==> src/logic/wgdf_pkg.sv <==
package wgdf_pkg;

  // ----------------------------------------------------------------
  // Register map
  // ----------------------------------------------------------------
  localparam int          ADDR_W        = 16;
  localparam int          DATA_W        = 16;
  localparam int          NUM_SRC       = 7;
  localparam logic [15:0] ADDR_CONFIG   = 16'hE044;
  localparam logic [15:0] ADDR_MASKS    = 16'hE045;
  localparam logic [15:0] ADDR_PENDING  = 16'hE046;

  // ----------------------------------------------------------------
  // Reset values
  // ----------------------------------------------------------------
  localparam logic [15:0] CONFIG_RST    = 16'h0000;
  localparam logic [15:0] MASKS_RST     = 16'h0000;
  localparam logic [6:0]  PENDING_RST   = 7'h00;

  // ----------------------------------------------------------------
  // Configuration fields
  // ----------------------------------------------------------------
  localparam int          CFG_BLANK_LSB = 0;
  localparam int          CFG_BLANK_W   = 8;
  localparam int          CFG_ARM_NEG   = 8;
  localparam int          CFG_ARM_NOXOR = 9;
  localparam int          CFG_WG_IN_NEG = 10;
  localparam int          CFG_QWG_NEG   = 11;
  localparam int          CFG_PIN_OE    = 12;
  localparam int          CFG_MARK_RD   = 13;
  localparam logic [15:0] CONFIG_RW     = 16'h3FFF;

  // ----------------------------------------------------------------
  // Mask fields and source order in pending
  // ----------------------------------------------------------------
  localparam int          MSK_FLT_LSB   = 0;
  localparam int          MSK_WD_LSB    = 8;
  localparam logic [15:0] MASKS_RW      = 16'h7F7F;
  localparam int          SRC_ARM_RD    = 0;
  localparam int          SRC_ARM_WR    = 1;
  localparam int          SRC_SHOCK     = 2;
  localparam int          SRC_IDX_ADDR  = 3;
  localparam int          SRC_MARK_MISS = 4;
  localparam int          SRC_SEQ       = 5;
  localparam int          SRC_PROC      = 6;

  // ----------------------------------------------------------------
  // Blanking sequence, Gray coded along idle, blank, armed
  // ----------------------------------------------------------------
  typedef enum logic [1:0] {
    WGDF_IDLE  = 2'b00,
    WGDF_BLANK = 2'b01,
    WGDF_ARMED = 2'b11
  } wgdf_blank_t;

endpackage : wgdf_pkg

==> src/logic/wgdf_unit.sv <==
`timescale 1ns/100ps

module wgdf_unit
  import wgdf_pkg::*;
#(
  parameter int SRC_N = wgdf_pkg::NUM_SRC
) (
  input  wire logic                     clk,
  input  wire logic                     sys_rst,
  input  wire logic [wgdf_pkg::ADDR_W-1:0] reg_addr,
  input  wire logic [wgdf_pkg::DATA_W-1:0] reg_wdata,
  input  wire logic                     reg_wr,
  input  wire logic                     reg_rd,
  output logic      [wgdf_pkg::DATA_W-1:0] reg_rdata,
  input  wire logic                     write_gate_in,
  input  wire logic                     arm_electronics_error,
  input  wire logic                     proc_fault_evt,
  input  wire logic                     seq_fault_evt,
  input  wire logic                     servo_timing_mark_missing,
  input  wire logic                     index_addr_fault_evt,
  input  wire logic                     shock_evt,
  output logic                          qualified_write_gate,
  output logic                          fault_output_pin_o,
  output logic                          fault_output_pin_oe
);
  import wgdf_pkg::*;

  // ----------------------------------------------------------------
  // Register storage
  // ----------------------------------------------------------------
  logic [DATA_W-1:0] drive_fault_config;
  logic [DATA_W-1:0] write_gate_fault_masks;
  logic [SRC_N-1:0]  drive_fault_pending;
  logic [SRC_N-1:0]  fault_set;
  logic [SRC_N-1:0]  fault_clr;
  logic [SRC_N-1:0]  flt_mask;
  logic [SRC_N-1:0]  wd_mask;
  logic [CFG_BLANK_W-1:0] blank_time;
  logic [CFG_BLANK_W-1:0] blank_cnt;
  wgdf_blank_t       blank_st;
  wgdf_blank_t       next_blank_st;
  logic              wg_act;
  logic              wg_act_d;
  logic              wg_rise;
  logic              arm_level;
  logic              arm_live;
  logic              arm_wr_evt;
  logic              arm_rd_evt;
  logic              wr_config;
  logic              wr_masks;
  logic              wr_pending;
  logic              wr_kill;
  logic              flt_any;

  // ----------------------------------------------------------------
  // Address decode
  // ----------------------------------------------------------------
  // Writes to any other address are ignored
  assign wr_config  = reg_wr && (reg_addr == ADDR_CONFIG);
  assign wr_masks   = reg_wr && (reg_addr == ADDR_MASKS);
  assign wr_pending = reg_wr && (reg_addr == ADDR_PENDING);

  // Configuration, reserved bits 15..14 kept at zero
  always_ff @(posedge clk or posedge sys_rst) begin
    if (sys_rst) begin
      drive_fault_config <= CONFIG_RST;
    end else if (wr_config) begin
      drive_fault_config <= reg_wdata & CONFIG_RW;
    end
  end

  // Masks, reserved bits 15 and 7 kept at zero
  always_ff @(posedge clk or posedge sys_rst) begin
    if (sys_rst) begin
      write_gate_fault_masks <= MASKS_RST;
    end else if (wr_masks) begin
      write_gate_fault_masks <= reg_wdata & MASKS_RW;
    end
  end

  // Field views of the two control registers
  assign flt_mask   = write_gate_fault_masks[MSK_FLT_LSB +: SRC_N];
  assign wd_mask    = write_gate_fault_masks[MSK_WD_LSB +: SRC_N];
  assign blank_time = drive_fault_config[CFG_BLANK_LSB +: CFG_BLANK_W];

  // Read data valid only in the cycle after the strobe, zero elsewhere
  always_ff @(posedge clk or posedge sys_rst) begin
    if (sys_rst) begin
      reg_rdata <= '0;
    end else if (reg_rd) begin
      case (reg_addr)
        ADDR_CONFIG:  reg_rdata <= drive_fault_config;
        ADDR_MASKS:   reg_rdata <= write_gate_fault_masks;
        ADDR_PENDING: reg_rdata <= {{(DATA_W-SRC_N){1'b0}}, drive_fault_pending};
        default:      reg_rdata <= '0;
      endcase
    end else begin
      reg_rdata <= '0;
    end
  end

  // ----------------------------------------------------------------
  // Input polarity
  // ----------------------------------------------------------------
  // Write gate polarity from bit 10
  assign wg_act = write_gate_in ^ drive_fault_config[CFG_WG_IN_NEG];

  // XOR stage inverts for active low input unless bypassed
  always_comb begin
    if (drive_fault_config[CFG_ARM_NOXOR]) begin
      arm_level = arm_electronics_error;
    end else begin
      arm_level = arm_electronics_error ^ drive_fault_config[CFG_ARM_NEG];
    end
  end

  // Previous write gate for the activation edge
  always_ff @(posedge clk or posedge sys_rst) begin
    if (sys_rst) begin
      wg_act_d <= 1'b0;
    end else begin
      wg_act_d <= wg_act;
    end
  end

  assign wg_rise = wg_act && !wg_act_d;

  // ----------------------------------------------------------------
  // Arm electronics error blanking
  // ----------------------------------------------------------------
  // Head settle after write gate can flag spurious errors, so hide them
  always_comb begin
    case (blank_st)
      WGDF_IDLE: begin
        if (wg_rise && (blank_time != '0)) begin
          next_blank_st = WGDF_BLANK;
        end else if (wg_act) begin
          next_blank_st = WGDF_ARMED;
        end else begin
          next_blank_st = WGDF_IDLE;
        end
      end
      WGDF_BLANK: begin
        if (!wg_act) begin
          next_blank_st = WGDF_IDLE;
        end else if (blank_cnt == 8'h01) begin
          next_blank_st = WGDF_ARMED;
        end else begin
          next_blank_st = WGDF_BLANK;
        end
      end
      WGDF_ARMED: begin
        next_blank_st = wg_act ? WGDF_ARMED : WGDF_IDLE;
      end
      default: next_blank_st = WGDF_IDLE;
    endcase
  end

  always_ff @(posedge clk or posedge sys_rst) begin
    if (sys_rst) begin
      blank_st <= WGDF_IDLE;
    end else begin
      blank_st <= next_blank_st;
    end
  end

  // Counter loaded at activation, one count per system clock
  always_ff @(posedge clk or posedge sys_rst) begin
    if (sys_rst) begin
      blank_cnt <= '0;
    end else if (blank_st == WGDF_IDLE && wg_rise) begin
      blank_cnt <= blank_time;
    end else if (blank_st == WGDF_BLANK && blank_cnt != '0) begin
      blank_cnt <= blank_cnt - 8'h01;
    end
  end

  // Error counts only once armed; the activation cycle is ignored unless blanking is zero
  assign arm_live   = (blank_st == WGDF_ARMED) ||
                      (blank_st == WGDF_IDLE && wg_rise && blank_time == '0);
  assign arm_wr_evt = arm_level && wg_act && arm_live;
  assign arm_rd_evt = arm_level && !wg_act;

  // ----------------------------------------------------------------
  // Fault sources and pending latches
  // ----------------------------------------------------------------
  // Missing mark always counts during writes, on reads only if enabled
  always_comb begin
    fault_set               = '0;
    fault_set[SRC_ARM_RD]    = arm_rd_evt;
    fault_set[SRC_ARM_WR]    = arm_wr_evt;
    fault_set[SRC_SHOCK]     = shock_evt && wg_act;
    fault_set[SRC_IDX_ADDR]  = index_addr_fault_evt;
    fault_set[SRC_MARK_MISS] = servo_timing_mark_missing &&
                               (wg_act || drive_fault_config[CFG_MARK_RD]);
    fault_set[SRC_SEQ]      = seq_fault_evt;
    fault_set[SRC_PROC]     = proc_fault_evt;
  end

  assign fault_clr = wr_pending ? reg_wdata[SRC_N-1:0] : '0;

  generate
    for (genvar i = 0; i < SRC_N; i++) begin : g_latch
      wgdf_fault_latch u_latch (
        .clk     (clk),
        .sys_rst (sys_rst),
        .set_evt (fault_set[i]),
        .clr_req (fault_clr[i]),
        .held    (drive_fault_pending[i])
      );
    end
  endgenerate

  // ----------------------------------------------------------------
  // Outputs
  // ----------------------------------------------------------------
  assign wr_kill = |(drive_fault_pending & wd_mask);
  assign flt_any = |(drive_fault_pending & flt_mask);

  // Gate off a write while any enabled fault is latched
  always_ff @(posedge clk or posedge sys_rst) begin
    if (sys_rst) begin
      qualified_write_gate <= 1'b0;
    end else begin
      qualified_write_gate <= (wg_act && !wr_kill) ^ drive_fault_config[CFG_QWG_NEG];
    end
  end

  // Fault level stays up until software clears the latches
  always_ff @(posedge clk or posedge sys_rst) begin
    if (sys_rst) begin
      fault_output_pin_o <= 1'b0;
    end else begin
      fault_output_pin_o <= flt_any;
    end
  end

  // Pin stays undriven unless software enables it
  always_ff @(posedge clk or posedge sys_rst) begin
    if (sys_rst) begin
      fault_output_pin_oe <= 1'b0;
    end else begin
      fault_output_pin_oe <= drive_fault_config[CFG_PIN_OE];
    end
  end
endmodule : wgdf_unit

==> src/logic/wgdf_fault_latch.sv <==
`timescale 1ns/100ps

// ------------------------------------------------------------------
// One sticky fault latch, set dominant over a write-one clear
// ------------------------------------------------------------------
module wgdf_fault_latch (
  input  wire logic clk,
  input  wire logic sys_rst,
  input  wire logic set_evt,
  input  wire logic clr_req,
  output logic      held
);
  import wgdf_pkg::*;

  // Set wins so an event in the clearing cycle is never lost
  always_ff @(posedge clk or posedge sys_rst) begin
    if (sys_rst) begin
      held <= 1'b0;
    end else if (set_evt) begin
      held <= 1'b1;
    end else if (clr_req) begin
      held <= 1'b0;
    end
  end

endmodule : wgdf_fault_latch

==> config.mk <==
export PLATFORM = sky130hd
export DESIGN_NAME = wgdf_unit
export DESIGN_NICKNAME = d
export VERILOG_FILES = /design/src/logic/wgdf_pkg.sv /design/src/logic/wgdf_unit.sv /design/src/logic/wgdf_fault_latch.sv
export SDC_FILE = /design/constraint.sdc
export NUM_CORES = 1
export LEC_CHECK = 0
export ABC_AREA = 1
export BUFFER_PORTS_ARGS = -buffer_cell sky130_fd_sc_hd__clkbuf_2
export CORE_MARGIN = 4
export CORE_UTILIZATION = 35
export CTS_BUF_LIST = sky130_fd_sc_hd__clkbuf_8
export DETAILED_ROUTE_END_ITERATION = 8
export SLEW_MARGIN = 20
export SYNTH_ARGS = -nofsm -noshare
export SYNTH_HDL_FRONTEND = slang
export SYNTH_SLANG_ARGS = --single-unit
==> constraint.sdc <==
create_clock -name clk -period 1.6 [get_ports clk]
set_input_delay 0 -clock clk [delete_from_list [all_inputs] [get_ports clk]]
set_output_delay 0 -clock clk [all_outputs]
set_load 0.01 [all_outputs]
==> results of run 1 <==
## power groups by stage
stage	Clock [mW]	Sequential (mW)	Combinational [mW]
2_1_floorplan	0	1.81	0.532
3_3_place_gp	0	1.83	0.730
3_5_place_dp	0	1.83	0.740
4_1_cts	1.46	1.80	0.786
5_1_grt	1.53	1.82	0.919
6_report	1.42	1.80	0.796
## final cells by class
class                   count  area share
well taps                 129     0.03785
inverters                  53     0.04665
repair buffers             91      0.1461
clock buffers               9     0.02905
multi-input cells         280      0.3457
flip-flops and latches     64      0.3756
clock inverters             7     0.01907
## per-layer routing
layer / vias up / wire (um)
li1: 1491 / -
met1: 1387 / 3604
met2: 92 / 4143
met3: 9 / 550
met4: 0 / 80
met5: - / 0
## worst min path at each step
| stage | from | end |
|---|---|---|
| after floorplan | index_addr_fault_evt | g_latch[3].u_latch.held |
| after global placement | sys_rst | reg_rdata[2] |
| after detailed placement | sys_rst | reg_rdata[2] |
| after CTS | arm_electronics_error | g_latch[0].u_latch.held |
| after global routing | arm_electronics_error | g_latch[0].u_latch.held |
| final | arm_electronics_error | g_latch[0].u_latch.held |
## cells by family (layout without fill, tap and decap cells)
logic type               after synthesis  in the layout  synth area share
AO/OA/AOI/OAI                         48             48           0.08678
XOR/XNOR                               7              7           0.01809
adder cells (fa/ha/maj)                2              2          0.007384
buffers and inverters                 65            160           0.09417
flip-flops                            64             64            0.4727
other                                  1              1          0.001107
AND/OR/NAND/NOR                      222            222            0.3198
## repair_timing
item / in CTS / in global routing
setup buffers: 0 / 0
gates resized for setup: 0 / 5
hold buffers: 25 / 0
hold endpoints to repair: 62 / 0
endpoints found under the setup margin: 0 / 8
## placed cells by master (no fill, tap or decap), types with 5 or more instances in the layout
| cell type | n |
|---|---|
| a21oi_1 | 10 |
| dlygate4sd3_1 | 25 |
| nand2_1 | 125 |
| xor2_1 | 6 |
| inv_1 | 44 |
| o21ai_1 | 6 |
| nand3_1 | 38 |
| o21ai_2 | 11 |
| o21ai_0 | 15 |
| clkbuf_2 | 59 |
| dfrtp_1 | 64 |
| nor2_1 | 19 |
| nand4_1 | 17 |
| clkbuf_8 | 9 |
| nor2_4 | 5 |
| inv_2 | 9 |
| buf_4 | 5 |
## critical path, stage by stage (launching register included)
cell	delay (ns)
dfrtp_1	0.41
inv_2	0.09
ha_1	0.16
nand3_1	0.13
o21ai_2	0.22
inv_2	0.11
a22oi_1	0.15
nand2_1	0.07
## stage by stage
stage / cell area, sq um / total power, mW / setup WS [ns] / instances
global placement: 3802 / 2.556 / 0.09117 / 592
floorplan: 3388 / 2.341 / 0.001899 / 409
global route: 4264 / 4.268 / 0.01977 / 633
finish: 4264 / 4.016 / 0.1372 / 633
CTS: 4258 / 4.042 / 0.02194 / 633
detailed placement: 3802 / 2.571 / 0.04212 / 592
## flip-flops by register name (all words and copies together) (netlist names)
| register | count |
|---|---|
| wg_act_d | 1 |
| fault_output_pin_oe | 1 |
| reg_rdata | 15 |
| blank_st | 2 |
| blank_cnt | 8 |
| fault_output_pin_o | 1 |
| drive_fault_config | 14 |
| write_gate_fault_masks | 14 |
| g_latch.u_latch.held | 7 |
| qualified_write_gate | 1 |
==> impl_metrics.prom, run 1 <==
# TYPE chip_impl_metric gauge
chip_impl_metric{name="netSwitchingPower",unit="mW"} 1.241
chip_impl_metric{name="synth_seq_cells",unit=""} 64
chip_impl_metric{name="grt.overflow.total",unit=""} 0
chip_impl_info{name="startpoint_type",value="flip-flop"} 1
chip_impl_metric{name="total_of_buffers_placed_on_input_and_output_ports",unit=""} 59
chip_impl_metric{name="syn_inst",unit=""} 409
chip_impl_metric{name="setup-violations-final",unit=""} 0
chip_impl_metric{name="fillerInstances",unit=""} 921
chip_impl_metric{name="fin_worst_hold_slack",unit="ns"} 0.05272
chip_impl_metric{name="intPower",unit="mW"} 2.775
chip_impl_metric{name="ff2ff_setup_slack",unit="ns"} 0.14
chip_impl_info{name="tritoncts",value="built"} 1
chip_impl_metric{name="clockPowerShare",unit=""} 0.352
chip_impl_info{name="synthDominantAreaCellType",value="dfrtp_1"} 1
chip_impl_metric{name="final.setup.tns",unit="ns"} 0
chip_impl_metric{name="worst-slew-pin-transition",unit="ns"} 0.5946
chip_impl_metric{name="synth_top_area_share",unit=""} 0.4727
chip_impl_info{name="root_buffer",value="clkbuf_8"} 1
chip_impl_info{name="start_of_the_worst_register_to_register_path",value="blank_cnt[0]"} 1
chip_impl_info{name="post_synth_most_frequent_cells",value="nand2_1, dfrtp_1, inv_1, nand3_1, nor2_1"} 1
chip_impl_metric{name="arrival",unit="ns"} 1.69
chip_impl_metric{name="vdd_ir_drop_max",unit="uV"} 482.7
chip_impl_metric{name="post_layout_net_count",unit=""} 544
chip_impl_metric{name="grt_use_met1",unit=""} 0.2091
chip_impl_metric{name="slew_headroom",unit=""} 0.6030
chip_impl_metric{name="overall_global_routing_usage",unit=""} 0.1596
chip_impl_metric{name="ys_async_sr_fraction",unit=""} 1.000
chip_impl_info{name="outcome",value="finished, final reports clean"} 1
chip_impl_metric{name="min_period",unit="ns"} 1.463
chip_impl_metric{name="largest_net_degree_at_the_start_of_global_routing",unit=""} 29
chip_impl_metric{name="dr.pass1.iters",unit=""} 5
chip_impl_metric{name="share_seq_of_total_power",unit=""} 0.449
chip_impl_metric{name="globalRouteMet2Util",unit=""} 0.2602
chip_impl_info{name="cell_types_occupying_the_most_area_after_synthesis",value="dfrtp_1, nand2_1, nand3_1"} 1
chip_impl_metric{name="final_core_utilization",unit=""} 0.4571
chip_impl_metric{name="grt_first_pass_wirelength",unit="um"} 14380
chip_impl_metric{name="grt_antenna_before_repair",unit=""} 0
chip_impl_metric{name="ys_warn_count",unit=""} 0
chip_impl_metric{name="max_freq",unit="GHz"} 0.6836
chip_impl_metric{name="power_switching_share",unit=""} 0.3090
chip_impl_metric{name="die_height",unit="um"} 106.4
chip_impl_info{name="critical_path.startpoint",value="blank_cnt[0]"} 1
chip_impl_metric{name="number_of_flops_mapped_to_enable_cells_by_yosys",unit=""} 0
chip_impl_metric{name="die_area",unit="sq um"} 11320
chip_impl_metric{name="clkTransAtPathRegs",unit="ns"} 0.08
chip_impl_metric{name="skew",unit="ns"} 0.01216
chip_impl_metric{name="met3_usage",unit=""} 0.03704
chip_impl_metric{name="routed_wirelength",unit="um"} 8379
chip_impl_metric{name="floorplan.initialDensity",unit=""} 0.3632
chip_impl_metric{name="area_growth",unit="%"} 25.85
chip_impl_info{name="grt_setup_unrepaired",value="no"} 1
chip_impl_metric{name="core-area",unit="sq um"} 9328
chip_impl_metric{name="antenna_left",unit=""} 0
chip_impl_metric{name="dr_total_vias",unit=""} 2979
chip_impl_info{name="worst_min_delay_path_category",value="in -> reg"} 1
chip_impl_metric{name="total_number_of_h_tree_levels",unit=""} 3
chip_impl_info{name="class_of_the_most_critical_setup_path",value="reg -> reg"} 1
chip_impl_metric{name="p_per_area",unit="nW/um^2"} 941.8
chip_impl_metric{name="total_area_of_multi_input_combinational_cells",unit="sq um"} 1474
chip_impl_metric{name="die_width",unit="um"} 106.4
chip_impl_metric{name="post_synth_instance_area",unit="sq um"} 3388
chip_impl_metric{name="synth_area_per_cell",unit="sq um"} 8.284
chip_impl_metric{name="clock_latency_at_the_later_pin_of_the_worst_skew_pair",unit="ns"} 0.34
chip_impl_info{name="crit_end",value="blank_cnt[0]"} 1
chip_impl_metric{name="layout-drive-gt1-share",unit=""} 0.2440
chip_impl_info{name="synth.most_common_cell",value="nand2_1"} 1
chip_impl_metric{name="dp_hpwl",unit="um"} 6075
chip_impl_info{name="dominantRegCellSynth",value="dfrtp_1"} 1
chip_impl_metric{name="regArea",unit="sq um"} 1602
chip_impl_metric{name="wire_per_inst",unit="um"} 13.24
chip_impl_metric{name="top_level_ports",unit=""} 62
chip_impl_metric{name="number_of_sinks_driven_by_the_clock_tree",unit=""} 64
chip_impl_metric{name="num_antenna_cells",unit=""} 0
chip_impl_metric{name="drcViolationCount",unit=""} 0
chip_impl_metric{name="leakage_power_total",unit="nW"} 2.273
chip_impl_metric{name="num_rows",unit=""} 35
chip_impl_metric{name="synth_cell_type_count",unit=""} 35
chip_impl_metric{name="cts_buffer_depth",unit=""} 2
chip_impl_metric{name="cp_data_required_time",unit="ns"} 1.83
chip_impl_info{name="crit-reg2reg-capture",value="blank_cnt[0]"} 1
chip_impl_metric{name="vias_in_the_first_global_route",unit=""} 2889
chip_impl_metric{name="gp_routability_congestion",unit=""} 0.9024
chip_impl_metric{name="postSynthNetCount",unit=""} 454
chip_impl_metric{name="number_of_pins_with_negative_max_slew_slack_in_the_final_report",unit=""} 0
chip_impl_metric{name="power_frac_comb",unit=""} 0.198
chip_impl_metric{name="worst_hold_path.num_cells",unit=""} 5
chip_impl_metric{name="ys_seq_area_frac",unit=""} 0.4727
chip_impl_metric{name="maxCapViolCount",unit=""} 0
chip_impl_metric{name="drt-initial-drc-count",unit=""} 208
chip_impl_metric{name="finalHoldViolations",unit=""} 0
chip_impl_metric{name="crit_path_max_fanout",unit=""} 7
chip_impl_metric{name="worstRegToRegCells",unit=""} 7
chip_impl_metric{name="detail_route.vias_per_cell",unit=""} 4.706
chip_impl_metric{name="numCtsBuffers",unit=""} 9
chip_impl_info{name="setup.worst_path.end_class",value="flip-flop"} 1
chip_impl_metric{name="timing.final.crit_share",unit=""} 0.9142
chip_impl_info{name="global_route.peak_usage_layer",value="met2"} 1
(Power assumes the default switching activity.)
==> run 2, diff against run 1 <==
Settings changed: CORE_ASPECT_RATIO set to 0.5.
==> impl_metrics.prom, run 2 (synthesis results as in run 1) <==
# TYPE chip_impl_metric gauge
chip_impl_info{name="outcome",value="finished, final reports clean"} 1
chip_impl_metric{name="worstRegToRegCells",unit=""} 7
chip_impl_info{name="worst_min_delay_path_category",value="in -> reg"} 1
chip_impl_metric{name="vdd_ir_drop_max",unit="uV"} 344.9
chip_impl_info{name="largest-register",value="reg_rdata"} 1
chip_impl_metric{name="detail_route.vias_per_cell",unit=""} 4.681
chip_impl_info{name="startpoint_type",value="flip-flop"} 1
chip_impl_metric{name="min_period",unit="ns"} 1.477
chip_impl_metric{name="maxCapViolCount",unit=""} 0
chip_impl_metric{name="die_width",unit="um"} 147.1
chip_impl_metric{name="grt_first_pass_wirelength",unit="um"} 14390
chip_impl_info{name="final_cell_mix",value="nand2_1, dfrtp_1, clkbuf_2"} 1
chip_impl_metric{name="clkTransAtPathRegs",unit="ns"} 0.08
chip_impl_metric{name="die_height",unit="um"} 77.58
chip_impl_metric{name="dp_hpwl",unit="um"} 6080
chip_impl_metric{name="largest_register_ffs",unit=""} 15
chip_impl_metric{name="layout-drive-gt1-share",unit=""} 0.2381
chip_impl_metric{name="post-cts-setup-buffer-count",unit=""} 0
chip_impl_metric{name="cts_buffer_depth",unit=""} 2
chip_impl_metric{name="area_growth",unit="%"} 26.85
chip_impl_metric{name="dr_total_vias",unit=""} 2991
chip_impl_metric{name="final_core_utilization",unit=""} 0.4550
chip_impl_metric{name="routed_wirelength",unit="um"} 8438
chip_impl_metric{name="largest_net_degree_at_the_start_of_global_routing",unit=""} 34
chip_impl_metric{name="setup-violations-final",unit=""} 0
chip_impl_metric{name="antenna_left",unit=""} 0
chip_impl_metric{name="num_rows",unit=""} 25
chip_impl_metric{name="post_layout_net_count",unit=""} 544
chip_impl_info{name="class_of_the_most_critical_setup_path",value="reg -> reg"} 1
chip_impl_metric{name="overall_global_routing_usage",unit=""} 0.1587
chip_impl_metric{name="floorplan.initialDensity",unit=""} 0.3587
chip_impl_metric{name="detailedPlace.worstSlack",unit="ns"} 0.08252
chip_impl_metric{name="numCtsBuffers",unit=""} 9
chip_impl_metric{name="p_per_area",unit="nW/um^2"} 998.1
chip_impl_info{name="layout.cells.most_common",value="nand2_1"} 1
chip_impl_metric{name="grt_antenna_before_repair",unit=""} 0
chip_impl_metric{name="placement.cell_area",unit="sq um"} 3797
chip_impl_metric{name="worst_hold_path.num_cells",unit=""} 5
chip_impl_metric{name="number_of_pins_with_negative_max_slew_slack_in_the_final_report",unit=""} 0
chip_impl_metric{name="grt.overflow.total",unit=""} 0
chip_impl_metric{name="arrival",unit="ns"} 1.71
chip_impl_metric{name="crit_path_max_fanout",unit=""} 7
chip_impl_metric{name="skew",unit="ns"} 0.01016
chip_impl_info{name="root_buffer",value="clkbuf_8"} 1
chip_impl_metric{name="total_of_buffers_placed_on_input_and_output_ports",unit=""} 59
chip_impl_metric{name="core-area",unit="sq um"} 9447
chip_impl_metric{name="die_area",unit="sq um"} 11410
chip_impl_metric{name="number_of_sinks_driven_by_the_clock_tree",unit=""} 64
chip_impl_metric{name="num_antenna_cells",unit=""} 0
chip_impl_metric{name="drcViolationCount",unit=""} 0
chip_impl_metric{name="vias_in_the_first_global_route",unit=""} 2919
chip_impl_metric{name="top_level_ports",unit=""} 62
chip_impl_info{name="setup.worst_path.end_class",value="flip-flop"} 1
chip_impl_metric{name="total_number_of_h_tree_levels",unit=""} 3
chip_impl_metric{name="postLayoutCellArea",unit="sq um"} 4298
chip_impl_metric{name="dr.pass1.iters",unit=""} 5
chip_impl_metric{name="drt-initial-drc-count",unit=""} 189
chip_impl_metric{name="cp_data_required_time",unit="ns"} 1.83
chip_impl_metric{name="postLayoutSetupSlackWorst",unit="ns"} 0.1232
chip_impl_info{name="layout_top_registers",value="reg_rdata (15), drive_fault_config (14), write_gate_fault_masks (14)"} 1
chip_impl_metric{name="finalHoldViolations",unit=""} 0
chip_impl_metric{name="leakage_power_total",unit="nW"} 2.295
chip_impl_metric{name="gp_routability_congestion",unit=""} 0.8328
chip_impl_info{name="tritoncts",value="built"} 1
chip_impl_metric{name="max_freq",unit="GHz"} 0.6772
chip_impl_metric{name="timing.final.crit_share",unit=""} 0.9230
chip_impl_metric{name="clock_latency_at_the_later_pin_of_the_worst_skew_pair",unit="ns"} 0.35
chip_impl_metric{name="wire_per_inst",unit="um"} 13.21
run 2: cell types whose count changed in the layout (fill, tap and decap cells not counted):
cell	delta
inv_1	+3
bufinv_16	+2
clkinv_4	-2
inv_2	-2
buf_12	-1
buf_4	+1
clkinvlp_4	-1
run 2: worst paths after layout:
kind	startpoint	to	slack (ns)
worst min-delay path	arm_electronics_error	g_latch[0].u_latch.held	0.01
worst max register to register	blank_cnt[0]	blank_cnt[0]	0.12
min in group asynchronous	sys_rst	blank_cnt[4]	0.17
max in group asynchronous	sys_rst	reg_rdata[6]	0.88
worst min register to register	drive_fault_config[12]	fault_output_pin_oe	0.43
worst max-delay path	blank_cnt[0]	blank_cnt[0]	0.12
run 2: power breakdown:
part / total, mW / leakage, nW / internal, mW / switching (mW)
Combinational: 0.785 / 1.33 / 0.317 / 0.468
Clock: 1.71 / 0.125 / 1.04 / 0.665
Sequential: 1.80 / 0.839 / 1.72 / 0.0822
Total: 4.29 / 2.30 / 3.07 / 1.22
run 2: layout make-up:
type                            count  area, sq um
Clock buffer                        9        123.9
Clock inverter                      7        120.1
Fill cell                         965         5149
Inverter                           53        198.9
Multi-Input combinational cell    280         1474
Sequential cell                    64         1602
Tap cell                          135        168.9
Timing Repair Buffer               91        610.6
run 2: metrics by stage:
stage / total power [mW] / TNS, ns / hold slack (ns) / cells
finish: 4.290 / 0 / 0.01275 / 639
global route: 4.533 / -0.05588 / 0.05433 / 639
CTS: 4.322 / 0 / 0.007608 / 639
detailed placement: 2.564 / 0 / -0.008957 / 598
global placement: 2.554 / 0 / -0.01353 / 598
floorplan: 2.341 / 0 / 0.09821 / 409
run 2: critical path: stages (launching register included):
cell	delay (ns)
dfrtp_1	0.40
inv_1	0.12
ha_1	0.18
nand3_1	0.14
o21ai_2	0.21
inv_2	0.10
a22oi_1	0.15
nand2_1	0.07
run 2: timing repair:
action                     in CTS  in global routing
hold endpoints to repair       86                  0
setup endpoints to repair       0                  8
gates resized for setup         0                  3
hold buffers                   25                  0
run 2: metal layers:
layer | GRT usage | vias to the layer above | share of wire
li1 | - | 1502 | -
met1 | 0.2077 | 1403 | 0.47
met2 | 0.2610 | 76 | 0.47
met3 | 0.03734 | 10 | 0.050
met4 | 0.05297 | 0 | 0.013
met5 | 0 | - | 0
==> run 3, diff against run 2 <==
Settings changed: HOLD_SLACK_MARGIN set to 0.05.
==> impl_metrics.prom, run 3 (synthesis results as in run 1) <==
# TYPE chip_impl_metric gauge
chip_impl_info{name="outcome",value="finished, final reports clean"} 1
chip_impl_metric{name="gp_routability_congestion",unit=""} 0.8328
chip_impl_info{name="class_of_the_most_critical_setup_path",value="reg -> reg"} 1
chip_impl_metric{name="detail_route.vias_per_cell",unit=""} 4.683
chip_impl_metric{name="routed_wirelength",unit="um"} 8427
chip_impl_metric{name="wire_per_inst",unit="um"} 13.17
chip_impl_metric{name="die_width",unit="um"} 147.1
chip_impl_metric{name="num_rows",unit=""} 25
chip_impl_metric{name="leakage_power_total",unit="nW"} 2.300
chip_impl_metric{name="critPathBufInv",unit=""} 2
chip_impl_info{name="layout.cells.most_common",value="nand2_1"} 1
chip_impl_metric{name="final_core_utilization",unit=""} 0.4560
chip_impl_metric{name="overall_global_routing_usage",unit=""} 0.1587
chip_impl_metric{name="final.setup.tns",unit="ns"} 0
chip_impl_metric{name="power_consumption",unit="mW"} 4.292
chip_impl_metric{name="largest_net_degree_at_the_start_of_global_routing",unit=""} 34
chip_impl_info{name="worst_min_delay_path_category",value="in -> reg"} 1
chip_impl_info{name="critical_path.top_delay_family",value="flip-flops"} 1
chip_impl_info{name="largest-register",value="reg_rdata"} 1
chip_impl_info{name="startpoint_type",value="flip-flop"} 1
chip_impl_metric{name="drcViolationCount",unit=""} 0
chip_impl_metric{name="total_number_of_h_tree_levels",unit=""} 3
chip_impl_info{name="setup.worst_path.end_class",value="flip-flop"} 1
chip_impl_metric{name="placement.cell_area",unit="sq um"} 3797
chip_impl_metric{name="area_growth",unit="%"} 27.14
chip_impl_info{name="final_cell_mix",value="nand2_1, dfrtp_1, clkbuf_2"} 1
chip_impl_metric{name="slowest_delay",unit="ns"} 0.40
chip_impl_info{name="worstHoldStart",value="reg_addr[1]"} 1
chip_impl_metric{name="cp_data_required_time",unit="ns"} 1.83
chip_impl_metric{name="die_height",unit="um"} 77.58
chip_impl_metric{name="clkTransAtPathRegs",unit="ns"} 0.07
chip_impl_metric{name="crit_path_max_fanout",unit=""} 7
chip_impl_metric{name="power_frac_comb",unit=""} 0.183
chip_impl_metric{name="timing.final.crit_share",unit=""} 0.9231
chip_impl_info{name="start_of_the_worst_register_to_register_path",value="blank_cnt[0]"} 1
chip_impl_metric{name="dr.pass1.iters",unit=""} 5
chip_impl_metric{name="grt_first_pass_wirelength",unit="um"} 14390
chip_impl_metric{name="post-cts-setup-buffer-count",unit=""} 0
chip_impl_metric{name="skew",unit="ns"} 0.009824
chip_impl_metric{name="cts_buffer_depth",unit=""} 2
chip_impl_metric{name="die_area",unit="sq um"} 11410
chip_impl_metric{name="vdd_ir_drop_max",unit="uV"} 346.0
chip_impl_info{name="layout_top_registers",value="reg_rdata (15), drive_fault_config (14), write_gate_fault_masks (14)"} 1
chip_impl_info{name="crit_path_cell_trace",value="inv_1 -> ha_1 -> nand3_1 -> o21ai_2 -> inv_2 -> a22oi_1 -> nand2_1"} 1
chip_impl_metric{name="drt-initial-drc-count",unit=""} 165
chip_impl_metric{name="max_freq",unit="GHz"} 0.6771
chip_impl_metric{name="core-area",unit="sq um"} 9447
chip_impl_metric{name="dp_hpwl",unit="um"} 6080
chip_impl_info{name="critical_path.slowest_cell",value="dfrtp_1"} 1
chip_impl_metric{name="total_of_buffers_placed_on_input_and_output_ports",unit=""} 59
chip_impl_metric{name="arrival",unit="ns"} 1.71
chip_impl_metric{name="min_period",unit="ns"} 1.477
chip_impl_metric{name="postLayoutCellArea",unit="sq um"} 4308
chip_impl_metric{name="floorplan.initialDensity",unit=""} 0.3587
chip_impl_metric{name="largest_register_ffs",unit=""} 15
chip_impl_metric{name="grt_antenna_before_repair",unit=""} 0
chip_impl_metric{name="num_antenna_cells",unit=""} 0
chip_impl_metric{name="postLayoutSetupSlackWorst",unit="ns"} 0.1230
chip_impl_metric{name="share_seq_of_total_power",unit=""} 0.419
chip_impl_info{name="tritoncts",value="built"} 1
chip_impl_metric{name="clockPowerShare",unit=""} 0.397
chip_impl_metric{name="number_of_pins_with_negative_max_slew_slack_in_the_final_report",unit=""} 0
chip_impl_metric{name="numCtsBuffers",unit=""} 9
chip_impl_metric{name="intPower",unit="mW"} 3.076
chip_impl_metric{name="setup-violations-final",unit=""} 0
chip_impl_metric{name="number_of_sinks_driven_by_the_clock_tree",unit=""} 64
chip_impl_metric{name="p_per_area",unit="nW/um^2"} 996.3
chip_impl_metric{name="dr_total_vias",unit=""} 2997
chip_impl_metric{name="maxCapViolCount",unit=""} 0
chip_impl_metric{name="top_level_ports",unit=""} 62
chip_impl_info{name="critical_path.startpoint",value="blank_cnt[0]"} 1
chip_impl_metric{name="grt.overflow.total",unit=""} 0
chip_impl_metric{name="finalHoldViolations",unit=""} 0
chip_impl_metric{name="vias_in_the_first_global_route",unit=""} 2924
chip_impl_metric{name="post_layout_net_count",unit=""} 545
chip_impl_metric{name="antenna_left",unit=""} 0
chip_impl_info{name="root_buffer",value="clkbuf_8"} 1
chip_impl_metric{name="netSwitchingPower",unit="mW"} 1.216
chip_impl_metric{name="detailedPlace.worstSlack",unit="ns"} 0.08252
chip_impl_metric{name="clock_latency_at_the_later_pin_of_the_worst_skew_pair",unit="ns"} 0.35
chip_impl_metric{name="power_switching_share",unit=""} 0.2833
chip_impl_metric{name="layout-drive-gt1-share",unit=""} 0.2376
-- run 3: cell types whose count changed in the layout (fill, tap and decap cells not counted), sizes merged --
cell	before	now
dlygate4sd3	25	26
-- run 3: layout make-up --
class	instances	area [sq um]
multi-input combinational	280	1474
inverter	53	198.9
fill	964	5139
tap	135	168.9
timing repair buffer	92	620.6
clock inverter	7	120.1
clock buffer	9	123.9
sequential	64	1602
-- run 3: final timing paths --
check / end / slack [ns] / cells after the start
min: reg_rdata[10] / 0.12 / 4
max: blank_cnt[0] / 0.12 / 7
max in group asynchronous: reg_rdata[6] / 0.88 / 4
min in group asynchronous: blank_cnt[4] / 0.17 / 3
min reg2reg: fault_output_pin_oe / 0.43 / 0
max reg2reg: blank_cnt[0] / 0.12 / 7
-- run 3: worst min-delay path: cells and delay by family --
kind	cells	cell delay, ns
simple gates	1	0.17
compound gates	2	0.14
buf+inv	1	0.11
-- run 3: repair_timing --
| item | 4_1_cts | 5_1_grt |
|---|---|---|
| resized for setup | 0 | 3 |
| endpoints found under the hold margin | 104 | 0 |
| endpoints found under the setup margin | 0 | 8 |
| hold buffers | 26 | 0 |
-- run 3: power by group through the flow --
stage | clock network (mW) | registers (mW) | logic (mW)
final | 1.71 | 1.80 | 0.787
after global routing | 1.81 | 1.82 | 0.911
after CTS | 1.74 | 1.80 | 0.780
after detailed placement | 0 | 1.83 | 0.736
after global placement | 0 | 1.83 | 0.725
after floorplan | 0 | 1.81 | 0.532
-- run 3: through the flow --
stage,std cells,hold WS (ns)
2_1_floorplan,409,0.09821
3_3_place_gp,598,-0.01353
3_5_place_dp,598,-0.008957
4_1_cts,640,0.1038
5_1_grt,640,0.1259
6_report,640,0.1204
-- run 3: layer usage --
layer	vias up	global-route usage	share of wire	routed length [um]
met5	-	0	0	0
met4	0	0.05297	0.012	99
met3	9	0.03734	0.046	390
met2	64	0.2615	0.47	3963
met1	1421	0.2073	0.47	3975
li1	1503	-	-	-
